<file path="src/timer_defs.svh">
`ifndef TIMER_DEFS_SVH
`define TIMER_DEFS_SVH

// byte register addresses in the special function register space
`define T0_LOW_ADDR    8'h8A
`define T1_LOW_ADDR    8'h8B
`define T0_HIGH_ADDR   8'h8C
`define T1_HIGH_ADDR   8'h8D
`define T2_RLD_LOW_ADDR  8'hCA
`define T2_RLD_HIGH_ADDR 8'hCB
`define T2_LOW_ADDR    8'hCC
`define T2_HIGH_ADDR   8'hCD

// oscillator periods per count clock
`define TMR_OSC_DIV    12

// reset value of every byte register (not documented, chosen as zero)
`define BYTE_RESET     8'h00
// answer to a read of an address outside this block
`define UNMAPPED_DATA  8'h00
// prescaler start value
`define PRESC_RESET    4'h0
// one count step
`define COUNT_STEP     16'h0001

`endif

</file>
<file path="src/timer_pkg.sv">
package timer_pkg;

  // count source of one timer
  typedef enum logic {
    FUNC_TIMER   = 1'b0,
    FUNC_COUNTER = 1'b1
  } func_t;

  // one processor access on the special function register port
  typedef struct packed {
    logic [7:0] addr;
    logic [7:0] wdata;
    logic       wr;
    logic       rd;
  } sfr_req_t;

  // run and function bits shared by timers 0 and 1
  typedef struct packed {
    logic  run0;
    func_t func0;
    logic  run1;
    func_t func1;
  } timer01_ctrl_t;

  // run and function bits dedicated to timer 2
  typedef struct packed {
    logic  run2;
    func_t func2;
  } timer2_ctrl_t;

endpackage : timer_pkg

</file>
<file path="src/timer_counter_timebase.sv">
// What this block does
// RQ1: three independent 16-bit timers or event counters
// RQ2: timer function counts once per twelve oscillator periods
// RQ3: timebase from raw oscillator, never from prescaled clock
// RQ4: counter function counts falling edges of own input
// RQ5: count inputs sampled once per twelve oscillator periods
// RQ6: increment in third sample period after falling edge
// RQ7: source holds each level one full sample period
// RQ8: shared control for timers 0/1, own for 2
// RQ9: timers 0 and 1 expose high and low bytes
// RQ10: timer 0/1 bytes double as counter or holders
// RQ11: timer 2 count bytes at two adjacent addresses
// RQ12: timer 2 has capture/reload byte pair
// RQ13: byte write lands on next count clock; reads clean
`timescale 1ns/10ps
`default_nettype none
`include "timer_defs.svh"

module timer_counter_timebase #(
  parameter int OSC_DIV = `TMR_OSC_DIV
) (
  // clock and reset
  input  wire logic                     mclk,
  input  wire logic                     rst,
  // special function register port
  input  wire timer_pkg::sfr_req_t      sfr_req,
  output var  logic [7:0]               sfr_rdata,
  output var  logic                     sfr_rvalid,
  // control bits from the control registers
  input  wire timer_pkg::timer01_ctrl_t timer_ctrl01,
  input  wire timer_pkg::timer2_ctrl_t  timer2_ctrl,
  // external count inputs
  input  wire logic                     counter0_input,
  input  wire logic                     counter1_input,
  input  wire logic                     timer2_count_input,
  // live count values and timebase pulse
  output var  logic [15:0]              timer0_count,
  output var  logic [15:0]              timer1_count,
  output var  logic [15:0]              timer2_count,
  output var  logic                     count_clock
);

  // entries 0..2 are the counters, entry 3 is the timer 2 reload word
  localparam int NUM_WORDS  = 4;
  localparam int NUM_TIMERS = 3;
  localparam int RLD_IDX    = 3;

  // prescaler is four bits wide
  if (OSC_DIV < 2 || OSC_DIV > 16) begin : g_bad_div
    $error("OSC_DIV must lie between 2 and 16");
  end

  // last prescaler value, sized to the prescaler
  localparam logic [3:0] PRESC_LAST = 4'(OSC_DIV - 1);

  // byte addresses per entry, low and high
  localparam logic [7:0] LO_ADDR [0:NUM_WORDS-1] = '{
    `T0_LOW_ADDR, `T1_LOW_ADDR, `T2_LOW_ADDR, `T2_RLD_LOW_ADDR};
  localparam logic [7:0] HI_ADDR [0:NUM_WORDS-1] = '{
    `T0_HIGH_ADDR, `T1_HIGH_ADDR, `T2_HIGH_ADDR, `T2_RLD_HIGH_ADDR};

  // timebase prescaler and its terminal count
  logic [3:0]  presc_q;
  logic [3:0]  presc_d;
  logic        tick_w;
  logic        tick_q;

  // per-entry control and input views
  logic        run_w   [0:NUM_WORDS-1];
  logic        cntf_w  [0:NUM_WORDS-1];
  logic        pin_w   [0:NUM_WORDS-1];

  // per-entry state
  logic [15:0] word_q  [0:NUM_WORDS-1];   // count or reload value
  logic [15:0] word_d  [0:NUM_WORDS-1];
  logic [15:0] pend_q  [0:NUM_WORDS-1];   // bytes waiting for a tick
  logic [15:0] pend_d  [0:NUM_WORDS-1];
  logic [1:0]  pendv_q [0:NUM_WORDS-1];   // {high, low} waiting flags
  logic [1:0]  pendv_d [0:NUM_WORDS-1];
  logic        smp_q   [0:NUM_WORDS-1];   // newest input sample
  logic        old_q   [0:NUM_WORDS-1];   // sample one period earlier
  logic        inc_w   [0:NUM_WORDS-1];   // advance on this tick
  logic        wr_lo_w [0:NUM_WORDS-1];
  logic        wr_hi_w [0:NUM_WORDS-1];

  // read path
  logic [7:0]  rdata_w;
  logic [7:0]  rdata_q;
  logic        rvalid_q;

  // control fan-out: timers 0/1 from the shared pair, timer 2 its own
  assign run_w[0]  = timer_ctrl01.run0;                        // [RQ8]
  assign cntf_w[0] = (timer_ctrl01.func0 == timer_pkg::FUNC_COUNTER);
  assign run_w[1]  = timer_ctrl01.run1;                        // [RQ8]
  assign cntf_w[1] = (timer_ctrl01.func1 == timer_pkg::FUNC_COUNTER);
  assign run_w[2]  = timer2_ctrl.run2;                         // [RQ8]
  assign cntf_w[2] = (timer2_ctrl.func2 == timer_pkg::FUNC_COUNTER);
  // the reload word never counts
  assign run_w[RLD_IDX]  = 1'b0;
  assign cntf_w[RLD_IDX] = 1'b0;

  // each counter watches its own pin
  assign pin_w[0]       = counter0_input;                      // [RQ4]
  assign pin_w[1]       = counter1_input;                      // [RQ4]
  assign pin_w[2]       = timer2_count_input;                  // [RQ4]
  assign pin_w[RLD_IDX] = 1'b0;

  // divide the raw oscillator by twelve; mclk is the oscillator itself,
  // so cpu prescaling and bus stalls cannot reach this count
  assign tick_w  = (presc_q == PRESC_LAST);                    // [RQ2] [RQ3]
  assign presc_d = tick_w ? `PRESC_RESET : presc_q + 4'h1;

  // prescaler and registered tick
  always_ff @(posedge mclk or posedge rst) begin
    if (rst) begin
      presc_q <= `PRESC_RESET;
      tick_q  <= 1'b0;
    end else begin
      presc_q <= presc_d;
      tick_q  <= tick_w;
    end
  end

  genvar gi;
  for (gi = 0; gi < NUM_WORDS; gi++) begin : g_word
    // byte address decode for writes
    assign wr_lo_w[gi] = sfr_req.wr &&
                         (sfr_req.addr == LO_ADDR[gi]);        // [RQ9] [RQ11]
    assign wr_hi_w[gi] = sfr_req.wr &&
                         (sfr_req.addr == HI_ADDR[gi]);        // [RQ9] [RQ12]

    // one count step: every tick as timer, or after a sampled 1-to-0;
    // old=1, smp=0 were taken in periods one and two, this is period three
    assign inc_w[gi] = run_w[gi] &&
                       (!cntf_w[gi] ||
                        (old_q[gi] && !smp_q[gi]));            // [RQ4] [RQ6]

    // a write arriving in a tick cycle waits for the following tick,
    // so a byte never slips in between sample and increment
    assign pendv_d[gi] = (tick_w ? 2'b00 : pendv_q[gi]) |
                         {wr_hi_w[gi], wr_lo_w[gi]};           // [RQ13]
    assign pend_d[gi]  = {wr_hi_w[gi] ? sfr_req.wdata
                                      : pend_q[gi][15:8],
                          wr_lo_w[gi] ? sfr_req.wdata
                                      : pend_q[gi][7:0]};

    // at a tick a pending byte replaces the count and skips the step;
    // otherwise all 16 bits advance together
    assign word_d[gi] =
      !tick_w           ? word_q[gi] :
      (|pendv_q[gi])    ? {pendv_q[gi][1] ? pend_q[gi][15:8]
                                          : word_q[gi][15:8],
                           pendv_q[gi][0] ? pend_q[gi][7:0]
                                          : word_q[gi][7:0]} : // [RQ13]
      inc_w[gi]         ? word_q[gi] + `COUNT_STEP :           // [RQ1] [RQ10]
                          word_q[gi];

    // word, pending bytes and input samples
    always_ff @(posedge mclk or posedge rst) begin
      if (rst) begin
        word_q[gi]  <= {`BYTE_RESET, `BYTE_RESET};
        pend_q[gi]  <= {`BYTE_RESET, `BYTE_RESET};
        pendv_q[gi] <= 2'b00;
        smp_q[gi]   <= 1'b1;
        old_q[gi]   <= 1'b1;
      end else begin
        word_q[gi]  <= word_d[gi];
        pend_q[gi]  <= pend_d[gi];
        pendv_q[gi] <= pendv_d[gi];
        // one sample per twelve periods; a level shorter than that
        // may be missed entirely
        if (tick_w) begin
          smp_q[gi] <= pin_w[gi];                              // [RQ5] [RQ7]
          old_q[gi] <= smp_q[gi];                              // [RQ5]
        end
      end
    end
  end

  // read mux: current byte, no side effect; unmapped reads give zero
  always_comb begin
    rdata_w = `UNMAPPED_DATA;
    for (int i = 0; i < NUM_WORDS; i++) begin
      if (sfr_req.addr == LO_ADDR[i]) begin
        rdata_w = word_q[i][7:0];                              // [RQ13]
      end
      if (sfr_req.addr == HI_ADDR[i]) begin
        rdata_w = word_q[i][15:8];                             // [RQ13]
      end
    end
  end

  // registered read answer, one cycle after the strobe
  always_ff @(posedge mclk or posedge rst) begin
    if (rst) begin
      rdata_q  <= `UNMAPPED_DATA;
      rvalid_q <= 1'b0;
    end else begin
      rvalid_q <= sfr_req.rd;
      if (sfr_req.rd) begin
        rdata_q <= rdata_w;
      end
    end
  end

  // outputs come straight from flip-flops
  assign sfr_rdata    = rdata_q;
  assign sfr_rvalid   = rvalid_q;
  assign timer0_count = word_q[0];
  assign timer1_count = word_q[1];
  assign timer2_count = word_q[2];
  assign count_clock  = tick_q;

endmodule : timer_counter_timebase

`default_nettype wire

</file>
<file path="config.mk">
export PLATFORM = sky130hd
export DESIGN_NAME = timer_counter_timebase
export DESIGN_NICKNAME = d
export VERILOG_FILES = /design/src/timer_pkg.sv /design/src/timer_counter_timebase.sv
export VERILOG_INCLUDE_DIRS = /design/src
export SDC_FILE = /design/constraint.sdc
export NUM_CORES = 1
export LEC_CHECK = 0
export BUFFER_PORTS_ARGS = -buffer_cell sky130_fd_sc_hd__buf_2
export CELL_PAD_IN_SITES_DETAIL_PLACEMENT = 1
export CELL_PAD_IN_SITES_GLOBAL_PLACEMENT = 1
export CORE_ASPECT_RATIO = 0.6
export CORE_MARGIN = 4
export CORE_UTILIZATION = 35
export DETAILED_ROUTE_END_ITERATION = 6
export PLACE_DENSITY_LB_ADDON = 0.3
export SLEW_MARGIN = 20
export SYNTH_ARGS = -nofsm -noshare
export SYNTH_HDL_FRONTEND = slang
export SYNTH_SLANG_ARGS = --single-unit
</file>
<file path="constraint.sdc">
create_clock -name mclk -period 6.7 [get_ports mclk]
set_clock_uncertainty 0.15 [all_clocks]
set_input_delay 1.005 -clock mclk [delete_from_list [all_inputs] [get_ports mclk]]
set_output_delay 1.005 -clock mclk [all_outputs]
set_load 0.03 [all_outputs]
</file>
==> out/metrics.cfg <==
[run_status]
status = finished, final reports clean

[setup_path]
timing_worst_setup_path_type = in -> reg
cp_max_fo = 11
cp_slowest_stage_delay_ns = 0.62
cp-endpoint = pend_q[37]
endpoint_kind = register
crit_path_start_kind = input pin
rrSetupSlack_ns = 4.06
cp_data_required_time_ns = 6.86
r2r_end = timer1_count[8]
arrival_ns = 3.10
cp_cell_sequence = buf_2, nor2b_1, nand2_1, nor3_2, mux2_2
cp-startpoint = sfr_req[11]
crit_slowest_cell = nor3_2
r2r_start = presc_q[0]
reg2regPathDepth = 6

[sta]
timing.slew.headroom_pct = 30.3
hold_viol_final = 0
timing.fmax_ghz = 0.339
worst_pin_slew_ns = 1.04
tns_ns = 0
timing.final.crit_share_pct = 44.0
setup_violations = 0
rsz0062_at_grt = no
drv_slew = 0
fin_crit_ns = 2.95
holdWs_ns = 0.310

[place]
placed_area_um2 = 8490
io_buffer_count = 86
place_hpwl_mm = 19.3
gp_congestion = 0.921

[synth]
syn_area_um2 = 8130
synth_ff_type = dfrtp_1
yosysSeqAreaShare_pct = 48.1
synth_fa_ha_area_share_pct = 0.615
synth_edf_count = 0
muxShareOfSynthArea_pct = 12.9
syn_area_per_cell_um2 = 9.87
yosysUniqueCellTypes = 61
synthXorXnorAreaFrac_pct = 0.108
yosysWarningCount = 0
syn_nets = 857
synth_top_family_by_area = compound AO/OA/AOI/OAI gates
ys_ff_latch = 156
synthSimpleGateAreaFrac_pct = 14.6
syn-instance-count = 824
synth_compound_area_share_pct = 16.9
synth-async-reset-ratio_pct = 100

[power_and_ir_drop]
comb_power_share_pct = 11.7
p_leak_nw = 4.25
p_seq_share_pct = 45.7
p_int_w = 0.00167
power_density_nw_per_um2 = 256
netSwitchingFraction_pct = 28.3
clkPwrFrac_pct = 42.6
irDropWorstVdd_uv = 165
p_sw_w = 0.000659

[clock_network]
clockBufferDepth = 2
h-tree-depth = 4
post-cts-setup-buffer-count = 0
cts_tree = done
cts-root-buf = clkbuf_16
clkTransAtPathRegs_ns = 0.07
clock_latency_ns = 0.43
numCtsBuffers = 17
hold_buffers = 0
post_cts_resized = 0
cts.sinks = 156

[grt]
grt_pass1_vias = 6839
grt.overflow.total = 0
antenna_found_initial = 0
grt_usage_pct = 21.3
grt_pass1_wl_mm = 42.3
grt_max_degree = 91

[route]
drt-vias-per-instance = 5.73
post_drt_wl_per_cell_um = 23.2
vias = 6710
drtAntennaViolNets = 0
drtIter0Drc = 535
first_pass_iters = 5
drc = 0
wl_mm = 27.2

[final_layout]
stdcell_area_um2 = 9090
diodes = 0
seq_area_um2 = 3910
final_nets = 884
n_fill_cell = 2577
layout_commonest_cell = dfrtp_1
multi_input_comb_area_um2 = 3680
final_cell_mix = dfrtp_1 (150), nand2_1 (99), buf_2 (86)
syn_to_final_growth_pct = 11.8
layout-drive-gt1-share_pct = 25.7

[floorplanning]
rows = 42
chipHeight_um = 126
io_pins = 87
core-area_um2 = 22400
die_w_um = 205
die_area_um2 = 25800
initial_utilization_pct = 36.2

[worst_hold_path]
hold_class = reg -> reg

[flow_run]
cap_violations = 0

[final cells by class]
cell class	instances	share of cell area [%]
Timing Repair Buffer	91	5.15
Multi-Input combinational cell	571	40.5
Clock buffer	22	4.89
Clock inverter	10	1.57
Inverter	14	0.633
Tap cell	308	4.24
Sequential cell	156	43.0
[routing by layer]
metal  GRT usage [%]  part of all wire, %  vias up
li1                -                    -     3011
met2            30.8                   43      212
met3            5.55                  6.6       18
met1            32.3                   50     3469
met4            3.94                 0.82        0
met5               0                    0        -
[per-stage QoR]
stage	cells	total power [W]	util [%]	worst slack, ns
after floorplan	824	0.00127	-	1.35
after global routing	1172	0.00243	40.5	3.50
after global placement	1140	0.00134	37.8	3.43
after CTS	1172	0.00235	40.5	3.76
after detailed placement	1140	0.00135	37.8	3.33
final	1172	0.00233	40.5	3.75
[worst min-delay path by stage]
stage                 end  slack [ns]       start  cells past startpoint
2_1_floorplan  presc_q[0]        0.28  presc_q[0]                      1
3_3_place_gp     old_q[3]        0.30    old_q[3]                      2
3_5_place_dp     old_q[3]        0.30    old_q[3]                      2
4_1_cts          old_q[3]        0.31    old_q[3]                      2
5_1_grt          old_q[3]        0.33    old_q[3]                      2
6_report         old_q[3]        0.31    old_q[3]                      2
[Yosys cell counts (9+ instances only)]
library cell	count	area share, %
a21oi_1	75	4.6
a31oi_1	9	0.69
buf_4	48	4.4
clkbuf_1	26	1.2
dfrtp_1	150	46
inv_1	13	0.60
mux2_2	82	11
nand2_1	99	4.6
nand3_1	32	2.0
nor2_1	46	2.1
o21ai_0	57	3.5
o22ai_1	23	1.8
[cells by family after synthesis]
family	after synthesis
fa+ha+maj	4
flops	156
buf+inv	97
compound gates	225
mux	92
xor+xnor	1
simple gates	249
[flip-flops by register name, indices dropped and copies added, names as in the netlist, 4 cells and up]
register and count:
presc_q 4, word_q 16, timer2_count 16, sfr_rdata 8, pendv_q 8, pend_q 64
timer1_count 16, timer0_count 16
[critical path: cells and delay by family]
kind	cells	cell delay, ns
and+or+nand+nor	3	1.50
muxes	1	0.42
buffers and inverters	1	0.17
[power by group through the flow]
stage                     Clock, W  Sequential [W]  Combinational (W)
after floorplan                  0         0.00105           0.000214
after CTS                  0.00101         0.00106           0.000273
after global placement           0         0.00108           0.000266
final                     0.000993         0.00106           0.000272
after detailed placement         0         0.00108           0.000272
after global routing       0.00106         0.00107           0.000298
No activity file was read; power rests on OpenSTA's default activity.
